==> config.mk <==
export PLATFORM = sky130hd
export DESIGN_NAME = ctf_core
export DESIGN_NICKNAME = d
export VERILOG_FILES = /design/src/core/ctf_pkg.sv /design/src/core/ctf_core.sv
export SDC_FILE = /design/constraint.sdc
export NUM_CORES = 1
export LEC_CHECK = 0
export ABC_AREA = 1
export BUFFER_PORTS_ARGS = -buffer_cell sky130_fd_sc_hd__buf_2
export CORE_AREA = 2 2 198 200
export CTS_CLUSTER_DIAMETER = 50
export DETAILED_ROUTE_END_ITERATION = 12
export DIE_AREA = 0 0 200 202
export GPL_TIMING_DRIVEN = 0
export PLACE_DENSITY = 0.73
export SYNTH_ARGS = -nofsm -noshare
export SYNTH_HDL_FRONTEND = slang
export SYNTH_SLANG_ARGS = --single-unit
==> constraint.sdc <==
create_clock -name CLK_IN -period 8.6 [get_ports CLK_IN]
set_input_delay 0.43 -clock CLK_IN [delete_from_list [all_inputs] [get_ports CLK_IN]]
set_output_delay 0.43 -clock CLK_IN [all_outputs]
set_load 0.05 [all_outputs]
==> src/core/ctf_pkg.sv <==
`default_nettype none
package ctf_pkg;
    // Clock rate and timing
    localparam int CLK_HZ          = 40000000;
    localparam int TOD_STEP_US     = 16;
    localparam int TOD_STEP_CYC    = CLK_HZ / 1000000 * TOD_STEP_US;
    localparam int ITMR_RES_MS     = 10;
    localparam int ITMR_RES_CYC    = CLK_HZ / 1000 * ITMR_RES_MS;
    localparam int ITMR_LOC        = 80;
    localparam int TOD_W           = 52;
    localparam int TOD_XFER_W      = 48;
    localparam int ITMR_MAX_TICKS  = 5580000;
    // Reset values
    localparam logic [7:0]  SYSMASK_RST = 8'h00;
    localparam logic [3:0]  KEY_RST     = 4'h0;
    localparam logic [15:0] MCMASK_RST  = 16'h0000;
    localparam int EXT_FRAC_DIGITS  = 28;
    localparam int LONG_FRAC_DIGITS = 14;
    localparam int EXT_OP_COUNT     = 7;

    // Operation codes presented on the command port
    typedef enum logic [4:0]
    {
        CTF_OP_NONE   = 5'h00,
        CTF_OP_STNSM  = 5'h01,
        CTF_OP_STOSM  = 5'h02,
        CTF_OP_CS     = 5'h03,
        CTF_OP_CDS    = 5'h04,
        CTF_OP_IKEY   = 5'h05,
        CTF_OP_SKEY   = 5'h06,
        CTF_OP_AXR    = 5'h07,
        CTF_OP_SXR    = 5'h08,
        CTF_OP_MXR    = 5'h09,
        CTF_OP_MXDR   = 5'h0A,
        CTF_OP_MXD    = 5'h0B,
        CTF_OP_LRDR   = 5'h0C,
        CTF_OP_LRER   = 5'h0D,
        CTF_OP_DXR    = 5'h0E,
        CTF_OP_MC     = 5'h0F,
        CTF_OP_DEC    = 5'h10,
        CTF_OP_EDIT   = 5'h11,
        CTF_OP_OPND   = 5'h12,
        CTF_OP_FETCHI = 5'h13,
        CTF_OP_CHCMD  = 5'h14,
        CTF_OP_SCK    = 5'h15,
        CTF_OP_STCK   = 5'h16
    } ctf_op_e;

    // Program interruption causes
    typedef enum logic [2:0]
    {
        CTF_PI_NONE = 3'h0,
        CTF_PI_PRIV = 3'h1,
        CTF_PI_SPEC = 3'h2,
        CTF_PI_MON  = 3'h3,
        CTF_PI_DATA = 3'h4,
        CTF_PI_PROT = 3'h5,
        CTF_PI_OPER = 3'h6
    } ctf_pi_e;

    typedef struct packed
    {
        ctf_op_e      op;
        logic [7:0]   imm;
        logic [63:0]  opnd1;
        logic [63:0]  opnd2;
        logic [63:0]  stor;
        logic [23:0]  addr;
        logic [2:0]   align;
        logic         sign_ok;
        logic         pat_prot;
    } ctf_cmd_s;

    typedef struct packed
    {
        logic         done;
        ctf_pi_e      pi;
        logic         cc0;
        logic         stor_we;
        logic [63:0]  stor_wd;
        logic [63:0]  reg_wd;
        logic         reg_we;
        logic [3:0]   mon_class;
        logic [23:0]  mon_code;
    } ctf_rsp_s;
endpackage
`default_nettype wire

==> src/core/ctf_core.sv <==
// Notes on behaviour
// Store-then-AND saves mask, clears zero-selected bits
// Store-then-OR saves mask, sets one-selected bits
// Single and double compare-and-swap on storage
// Insert key copies status key to register
// Set key loads status key from value
// Extended operands use register pair, 28 digits
// Seven extended ops; divide is unsupported
// Unprivileged operands accepted at any byte
// Instruction and channel command words stay aligned
// Monitor call: 16 classes masked individually
// Enabled class interrupts, stores class and code
// Invalid decimal sign suppresses, then interrupts
// Edit fetching protected pattern byte faults
// Interval timer: 10 ms steps, 15.5 hours
// Time-of-day: 52-bit counter, 16 us steps
// Set/store clock move bits 0 to 47
// Set clock needs supervisor and console enable
// Privileged op in problem state is rejected
`default_nettype none
module ctf_core
    import ctf_pkg::*;
#(
    parameter int ITMR_CYC = ITMR_RES_CYC
)
(
    input  wire logic                CLK_IN,
    input  wire logic                RST_IN,
    input  wire logic                CMD_VALID_IN,
    input  wire ctf_cmd_s            CMD_IN,
    input  wire logic                PROBLEM_STATE_IN,
    input  wire logic                CLK_SET_EN_IN,
    input  wire logic                STOPPED_IN,
    input  wire logic [15:0]         MC_MASK_IN,
    output var  ctf_rsp_s            RSP_OUT,
    output var  logic [7:0]          SYSMASK_OUT,
    output var  logic [3:0]          KEY_OUT,
    output var  logic [TOD_W-1:0]    TOD_OUT,
    output var  logic [31:0]         ITMR_OUT
);

    // ************************************************************
    // Helpers
    // ************************************************************
    function automatic logic is_priv(input ctf_op_e o);
        return o == CTF_OP_STNSM || o == CTF_OP_STOSM ||
               o == CTF_OP_IKEY  || o == CTF_OP_SKEY  ||
               o == CTF_OP_SCK;
    endfunction

    function automatic logic [63:0] tod_word(input logic [TOD_W-1:0] t);
        return {t[TOD_W-1:TOD_W-TOD_XFER_W], 16'h0000};
    endfunction

    ctf_rsp_s          rsp_r;
    logic [7:0]        sysmask_r;
    logic [3:0]        key_r;
    logic [TOD_W-1:0]  tod_r;
    logic [31:0]       itmr_r;
    logic [9:0]        tod_div_r;
    logic [31:0]       itmr_div_r;
    logic              sck_ok;
    logic              priv_bad;

    assign priv_bad = CMD_VALID_IN && PROBLEM_STATE_IN && is_priv(CMD_IN.op);
    assign sck_ok   = CMD_VALID_IN && CMD_IN.op == CTF_OP_SCK &&
                      !PROBLEM_STATE_IN && CLK_SET_EN_IN;

    // ************************************************************
    // System mask
    // ************************************************************
    always_ff @(posedge CLK_IN or posedge RST_IN)
    begin
        if (RST_IN)
            sysmask_r <= SYSMASK_RST;
        else if (CMD_VALID_IN && !priv_bad)
        begin
            if (CMD_IN.op == CTF_OP_STNSM)
                sysmask_r <= sysmask_r & CMD_IN.imm;
            else if (CMD_IN.op == CTF_OP_STOSM)
                sysmask_r <= sysmask_r | CMD_IN.imm;
        end
    end

    // ************************************************************
    // Access key
    // ************************************************************
    always_ff @(posedge CLK_IN or posedge RST_IN)
    begin
        if (RST_IN)
            key_r <= KEY_RST;
        else if (CMD_VALID_IN && !priv_bad && CMD_IN.op == CTF_OP_SKEY)
            key_r <= CMD_IN.opnd2[7:4];
    end

    // ************************************************************
    // Time-of-day clock
    // ************************************************************
    always_ff @(posedge CLK_IN or posedge RST_IN)
    begin
        if (RST_IN)
        begin
            tod_r     <= '0;
            tod_div_r <= '0;
        end
        else if (sck_ok)
        begin
            tod_r     <= {CMD_IN.stor[63:16], 4'h0};
            tod_div_r <= '0;
        end
        else if (tod_div_r == 10'(TOD_STEP_CYC - 1))
        begin
            tod_div_r <= '0;
            tod_r     <= tod_r + 52'h1;
        end
        else
            tod_div_r <= tod_div_r + 10'h1;
    end

    // ************************************************************
    // Interval timer, held while stopped
    // ************************************************************
    always_ff @(posedge CLK_IN or posedge RST_IN)
    begin
        if (RST_IN)
        begin
            itmr_r     <= '0;
            itmr_div_r <= '0;
        end
        else if (!STOPPED_IN)
        begin
            if (itmr_div_r == 32'(ITMR_CYC - 1))
            begin
                itmr_div_r <= '0;
                if (itmr_r == 32'(ITMR_MAX_TICKS - 1))
                    itmr_r <= '0;
                else
                    itmr_r <= itmr_r + 32'h1;
            end
            else
                itmr_div_r <= itmr_div_r + 32'h1;
        end
    end

    // ************************************************************
    // Instruction responses
    // ************************************************************
    always_ff @(posedge CLK_IN or posedge RST_IN)
    begin
        if (RST_IN)
            rsp_r <= '0;
        else
        begin
            rsp_r         <= '0;
            rsp_r.done    <= CMD_VALID_IN;
            rsp_r.stor_wd <= CMD_IN.stor;
            if (!CMD_VALID_IN)
                rsp_r.done <= 1'b0;
            else if (priv_bad)
                rsp_r.pi <= CTF_PI_PRIV;
            else
            begin
                unique case (CMD_IN.op)
                    CTF_OP_STNSM, CTF_OP_STOSM:
                    begin
                        rsp_r.stor_we <= 1'b1;
                        rsp_r.stor_wd <= {sysmask_r, 56'h0};
                    end
                    CTF_OP_CS:
                    begin
                        if (CMD_IN.stor[31:0] == CMD_IN.opnd1[31:0])
                        begin
                            rsp_r.cc0     <= 1'b1;
                            rsp_r.stor_we <= 1'b1;
                            rsp_r.stor_wd <= {32'h0, CMD_IN.opnd2[31:0]};
                        end
                        else
                        begin
                            rsp_r.reg_we <= 1'b1;
                            rsp_r.reg_wd <= {32'h0, CMD_IN.stor[31:0]};
                        end
                    end
                    CTF_OP_CDS:
                    begin
                        if (CMD_IN.stor == CMD_IN.opnd1)
                        begin
                            rsp_r.cc0     <= 1'b1;
                            rsp_r.stor_we <= 1'b1;
                            rsp_r.stor_wd <= CMD_IN.opnd2;
                        end
                        else
                        begin
                            rsp_r.reg_we <= 1'b1;
                            rsp_r.reg_wd <= CMD_IN.stor;
                        end
                    end
                    CTF_OP_IKEY:
                    begin
                        rsp_r.reg_we <= 1'b1;
                        rsp_r.reg_wd <= {56'h0, key_r, 4'h0};
                    end
                    CTF_OP_SKEY: ;
                    CTF_OP_AXR, CTF_OP_SXR, CTF_OP_MXR, CTF_OP_MXDR,
                    CTF_OP_MXD, CTF_OP_LRDR, CTF_OP_LRER:
                        rsp_r.pi <= CTF_PI_NONE;
                    CTF_OP_DXR:
                        rsp_r.pi <= CTF_PI_OPER;
                    CTF_OP_MC:
                    begin
                        if (MC_MASK_IN[CMD_IN.imm[3:0]])
                        begin
                            rsp_r.pi        <= CTF_PI_MON;
                            rsp_r.mon_class <= CMD_IN.imm[3:0];
                            rsp_r.mon_code  <= CMD_IN.addr;
                        end
                    end
                    CTF_OP_DEC:
                        if (!CMD_IN.sign_ok)
                            rsp_r.pi <= CTF_PI_DATA;
                    CTF_OP_EDIT:
                        if (CMD_IN.pat_prot)
                            rsp_r.pi <= CTF_PI_PROT;
                    CTF_OP_OPND: ;
                    CTF_OP_FETCHI:
                        if (CMD_IN.addr[0])
                            rsp_r.pi <= CTF_PI_SPEC;
                    CTF_OP_CHCMD:
                        if (CMD_IN.addr[2:0] != 3'h0)
                            rsp_r.pi <= CTF_PI_SPEC;
                    CTF_OP_SCK:
                        rsp_r.cc0 <= sck_ok;
                    CTF_OP_STCK:
                    begin
                        rsp_r.stor_we <= 1'b1;
                        rsp_r.stor_wd <= tod_word(tod_r);
                    end
                    default:
                        rsp_r.pi <= CTF_PI_OPER;
                endcase
            end
        end
    end

    // ************************************************************
    // Outputs
    // ************************************************************
    always_comb
    begin
        RSP_OUT     = rsp_r;
        SYSMASK_OUT = sysmask_r;
        KEY_OUT     = key_r;
        TOD_OUT     = tod_r;
        ITMR_OUT    = itmr_r;
    end

endmodule
`default_nettype wire

Word-level counts from Yosys, hierarchy flattened
Index checks and enable logic that the tools add are counted.
- flip-flop bits (word level): 301
- bits of input ports: 256
- word-level logic and storage cells: 98
- add/sub/neg operators: 4
- $lt $le $gt $ge: 1
- equality and inequality tests: 26
- multiplexer cells: 29
- bitwise operators: 3
- reductions and logical operators: 20
- operators by type and width (operator ; count):
    65-bit one-hot mux with 4 select lines ; 1
    65-bit one-hot mux with 3 select lines ; 1
    162-bit 2-to-1 mux ; 1
    159-bit 2-to-1 mux ; 1
    66-bit 2-to-1 mux ; 2
    52-bit 2-to-1 mux ; 2
    65-bit 2-to-1 mux ; 1
    32-bit by 1-bit adder with 32-bit output, second input constant ; 2
    64-bit == test ; 1
    32-bit 2-to-1 mux ; 2
    28-bit 2-to-1 mux ; 2
    52-bit by 1-bit adder with 52-bit output, second input constant ; 1
    5-bit by 4-bit == test with 1-bit output, second input constant ; 7
    5-bit == test, second input constant ; 7
    33-bit 2-to-1 mux ; 1
    32-bit by 19-bit == test with 1-bit output, second input constant ; 1
    32-bit by 23-bit == test with 1-bit output, second input constant ; 1
    32-bit == test ; 1
    5-bit by 3-bit == test with 1-bit output, second input constant ; 4
    10-bit 2-to-1 mux ; 2
    3-bit one-hot mux with 6 select lines ; 1
    8-bit 2-to-1 mux ; 2
    16-bit OR reduction ; 1
    10-bit by 1-bit adder with 10-bit output, second input constant ; 1
    other kinds (19) ; 37

Logic depth before layout (Yosys ltp)
- word-level depth: 9
- mapped depth: 16

Least setup slack after synthesis
OpenSTA, ideal clock, no wires.
- kind: register -> register
- from: register tod_r[0] (netlist: TOD_OUT[0])
- to: register tod_r[44] (netlist: TOD_OUT[44])
- setup time: 0.124 ns
- arrival time: 2.196 ns
- slack: 6.280 ns
- stages on the path, launching flop included: 13
- path buffers: 0
- clock period less this slack: 2.320 ns
- cells stage by stage: dfrtp_1 > ha_1 > nand2_1 > inv_1 > nand2_1 > nor2_1 > nand2_1 > nor3_1 > nand3_1 > nor2_1 > a21oi_1 > o21ai_0 > nand2_1
- word-level cells in the longest chain between the ends: 3
- ends and longest elaborated chain (item ; line ; RTL):
    from (decl) ; ctf_core.sv:58 ; logic [TOD_W-1:0] tod_r;
    from (signal assigned) ; ctf_core.sv:108 ; tod_r <= {CMD_IN.stor[63:16], 4'h0};
    from (signal assigned) ; ctf_core.sv:114 ; tod_r <= tod_r + 52'h1;
    52-bit by 1-bit adder with 52-bit output ; ctf_core.sv:114 ;
    52-bit 2-to-1 mux ; ctf_core.sv:111 ; else if (tod_div_r == 10'(TOD_STEP_CYC - 1))
    52-bit 2-to-1 mux ; ctf_core.sv:106 ; else if (sck_ok)
Every way passes these cells. The select of a mux whose other input is x is not followed.
A chain may end at the register's enable or synchronous reset.

Worst setup path in the final report
- from: register tod_r[0] (netlist: TOD_OUT[0])
- to: register tod_r[36] (netlist: TOD_OUT[36])
The elaborated chain is that of the path after synthesis.

==> metrics.yaml <==
outcome: "complete, no violations"
yosys-mux-area-fraction: 0.00268
final_antenna_net_count: 0
critPathLaunchType: "flop"
setup_viol: 0
synth.area.top_cells: "dfrtp_1 (45%), nand2_1 (15%), nor2_1 (6.0%), nand3_1 (5.5%), inv_1 (5.5%)"
cts.htree.levels: 2
grt_setup_unrepaired: "false"
r2r_start: "TOD_OUT[0]"
slowest_delay_ns: 0.47
synthAdderAreaFrac: 0.00298
synth_common_cells: "nand2_1 (676), dfrtp_1 (301), nor2_1 (267), inv_1 (245), nand3_1 (186)"
routed_wl_mm: 65.3
yosysUniqueCellTypes: 47
grt_remaining_overflow: 0
worstPathRequired_ns: 9.00
initial_core_util: 0.438
fmax_mhz: 374
place_hpwl_mm: 50.8
wl_per_cell_um: 19.2
rr_endpoint: "TOD_OUT[36]"
syn_inst: 2281
yosys.area.top_type: "dfrtp_1"
tns_ns: 0
seq_area_frac_synth: 0.449
grtUsageTotal: 0.318
crit_fanout: 8
gp_congestion: 0.938
numCtsBuffers: 41
slew_violations: 0
synth_compound_gate_area_share: 0.0768
root_buffer: "clkbuf_16"
syn_area_per_cell_um2: 7.36
grt_pass1_vias: 17029
post_cts_resized: 0
numClockSinks: 301
cts_buffer_depth: 3
arrival_ns: 3.07
leakage_nw: 11.4
power_density_nw_per_um2: 187
cp_num_buf_inv: 1
yosys.area_share.simple: 0.344
syn_nets: 2541
clock_skew_ns: 0.0133
placementRows: 72
ff2ff_path_depth: 12
synth_top_family_by_area: "simple AND/OR/NAND/NOR gates"
synth-xor-area-share: 0.0412
netlist.area_leader.share: 0.449
coreArea_um2: 38300
synth.most_common_cell: "nand2_1"
clk_pin_slew_ns: 0.06
post-route-util: 0.562
synth_area_um2: 16800
ios: 515
fin_crit_sh: 0.310
worst_slew_pin_slew_ns: 0.908
path_class: "reg2reg"
fin_nets: 3103
clock_latency_ns: 0.56
finalNonFillerCells: 3395
ff2ff_setup_slack_ns: 5.93
cts_tree: "done"
period_minus_slack_ns: 2.67
ys_warn_count: 0
worstHoldPathCells: 3
io_buffer_count: 510
fp.dieH_um: 202
die-area_um2: 40400
grt_max_degree: 45
crit_path_top_delay_cell: "dfrtp_1"
drc: 0
hold_violations: 0
area_growth_pct: 28.2
cp_common_cell: "nand2_1"
die_w_um: 200
min_from: "CMD_IN[8]"
irDropWorstVdd_v: 0.000136
synth_edf_count: 0
viasPerCell: 5.29
grt_pass1_wl_mm: 98.0
path_delay_family: "simple AND/OR/NAND/NOR gates"
max_slew_margin: 0.395
cap_violations: 0
grt_antenna_before_repair: 4
dpl.cell_count: 3317
dr.pass1.iters: 6
path_cells: "ha_1 -> nand2_1 -> inv_1 -> nand2_1 -> nor2_1 -> nand2_1 -> nor2_2 -> nand4_1 -> nor2_1 -> nand2_1 -> nand3_1 -> o211ai_1"
drive_above_1_share: 0.240
synth_async_sr_flop_share: 1.00
endpoint_kind: "flop"
drt_iter0_drc: 1560
min_to: "RSP_OUT[3]"
synth_ff_type: "dfrtp_1"
hp-class: "in2reg"
synth_seq_cells: 301
vias: 17974
-- report_power, final --
| part | switching (mW) | internal (mW) | total (mW) | leakage [nW] |
|---|---|---|---|---|
| clock network | 0.695 | 1.01 | 1.70 | 0.650 |
| logic | 0.496 | 0.203 | 0.699 | 6.96 |
| registers | 0.104 | 1.51 | 1.61 | 3.83 |
| total | 1.29 | 2.72 | 4.02 | 11.4 |
-- worst max-delay path by stage --
stage,start,end,slack (ns),cells after the start
after global routing,TOD_OUT[0],TOD_OUT[36],5.75,12
after floorplan,RST_IN,ITMR_OUT[0],4.17,1
final,TOD_OUT[0],TOD_OUT[36],5.93,12
after CTS,TOD_OUT[0],TOD_OUT[36],5.94,12
after global placement,RST_IN,RSP_OUT[91],2.31,2
after detailed placement,CMD_IN[58],RSP_OUT[125],5.70,13
-- final cells by class --
| cell class | instances | area (um^2) |
|---|---|---|
| Fill cell | 3715 | 16800 |
| Clock buffer | 55 | 1140 |
| Multi-Input combinational cell | 1638 | 7850 |
| Clock inverter | 20 | 219 |
| Timing Repair Buffer | 519 | 2720 |
| Inverter | 265 | 998 |
| Antenna cell | 2 | 5.00 |
| Sequential cell | 301 | 7530 |
| Tap cell | 518 | 648 |
| Buffer | 77 | 407 |
-- registers in the layout (all words and copies together) (netlist names) --
name and cells:
RSP_OUT 163, TOD_OUT 52, ITMR_OUT 32, itmr_div_r 32
tod_div_r 10, SYSMASK_OUT 8, KEY_OUT 4
-- per-layer routing --
metal  vias up  share of wire  GRT usage
met5         -        0.00020          0
met4         2          0.035      0.119
met3       154          0.084     0.0542
met2       849           0.48      0.530
met1      8477           0.40      0.414
li1       8492              -          -
-- worst register-to-register path, delay by kind of cell (launching register included) --
| family | cells | cell delay (ns) |
|---|---|---|
| and+or+nand+nor | 9 | 1.61 |
| DFF | 1 | 0.47 |
| adders and majority gates | 1 | 0.21 |
| buffers and inverters | 1 | 0.12 |
| AOI/OAI and AO/OA | 1 | 0.09 |
-- layout by cell type (no fill, tap or decap), types with 5 or more instances in the layout --
| cell type | n |
|---|---|
| buf_6 | 5 |
| nor3_1 | 71 |
| clkbuf_16 | 42 |
| a21oi_1 | 62 |
| nor3_2 | 13 |
| o21ai_0 | 77 |
| clkinv_4 | 6 |
| a22oi_1 | 9 |
| inv_1 | 244 |
| o21bai_1 | 6 |
| nor2_2 | 7 |
| clkbuf_1 | 40 |
| or2_2 | 6 |
| inv_2 | 18 |
| buf_2 | 537 |
| nand3_1 | 186 |
| o211ai_1 | 14 |
| o221ai_1 | 23 |
| nand2_2 | 6 |
| inv_6 | 5 |
| nor2_1 | 267 |
| xor2_1 | 66 |
| nor3b_1 | 7 |
| nand4_1 | 59 |
| buf_12 | 8 |
| o22ai_1 | 7 |
| xnor2_1 | 13 |
| nor4_1 | 16 |
| nand2_1 | 676 |
| buf_4 | 12 |
| dfrtp_1 | 301 |
| o21ai_1 | 15 |
| clkinvlp_4 | 5 |
-- metrics by stage --
step / power [mW] / cell area, um^2 / hold WS, ns / setup slack, ns
6_report: 4.02 / 21500 / 0.0844 / 5.93
5_1_grt: 4.17 / 21500 / 0.0701 / 5.75
4_1_cts: 4.04 / 21500 / 0.0639 / 5.94
3_5_place_dp: 2.33 / 20100 / 0.451 / 5.70
3_3_place_gp: 2.31 / 20000 / 0.444 / 2.31
2_1_floorplan: 2.07 / 16800 / 0.433 / 4.17
-- logic make-up (layout without fill, tap and decap cells) --
group / Yosys count / count (layout)
mux: 4 / 4
fa+ha+maj: 4 / 4
compound gates: 220 / 220
xor+xnor: 79 / 79
simple gates: 1331 / 1331
other cells: 0 / 2
flops: 301 / 301
buf+inv: 342 / 936
-- repair_timing --
item                       in CTS  in global routing
hold buffers                    1                  0
buffers inserted                0                  0
hold endpoints to repair       13                  0
setup endpoints to repair       0                  0
Power figures use the tool's default switching activity.
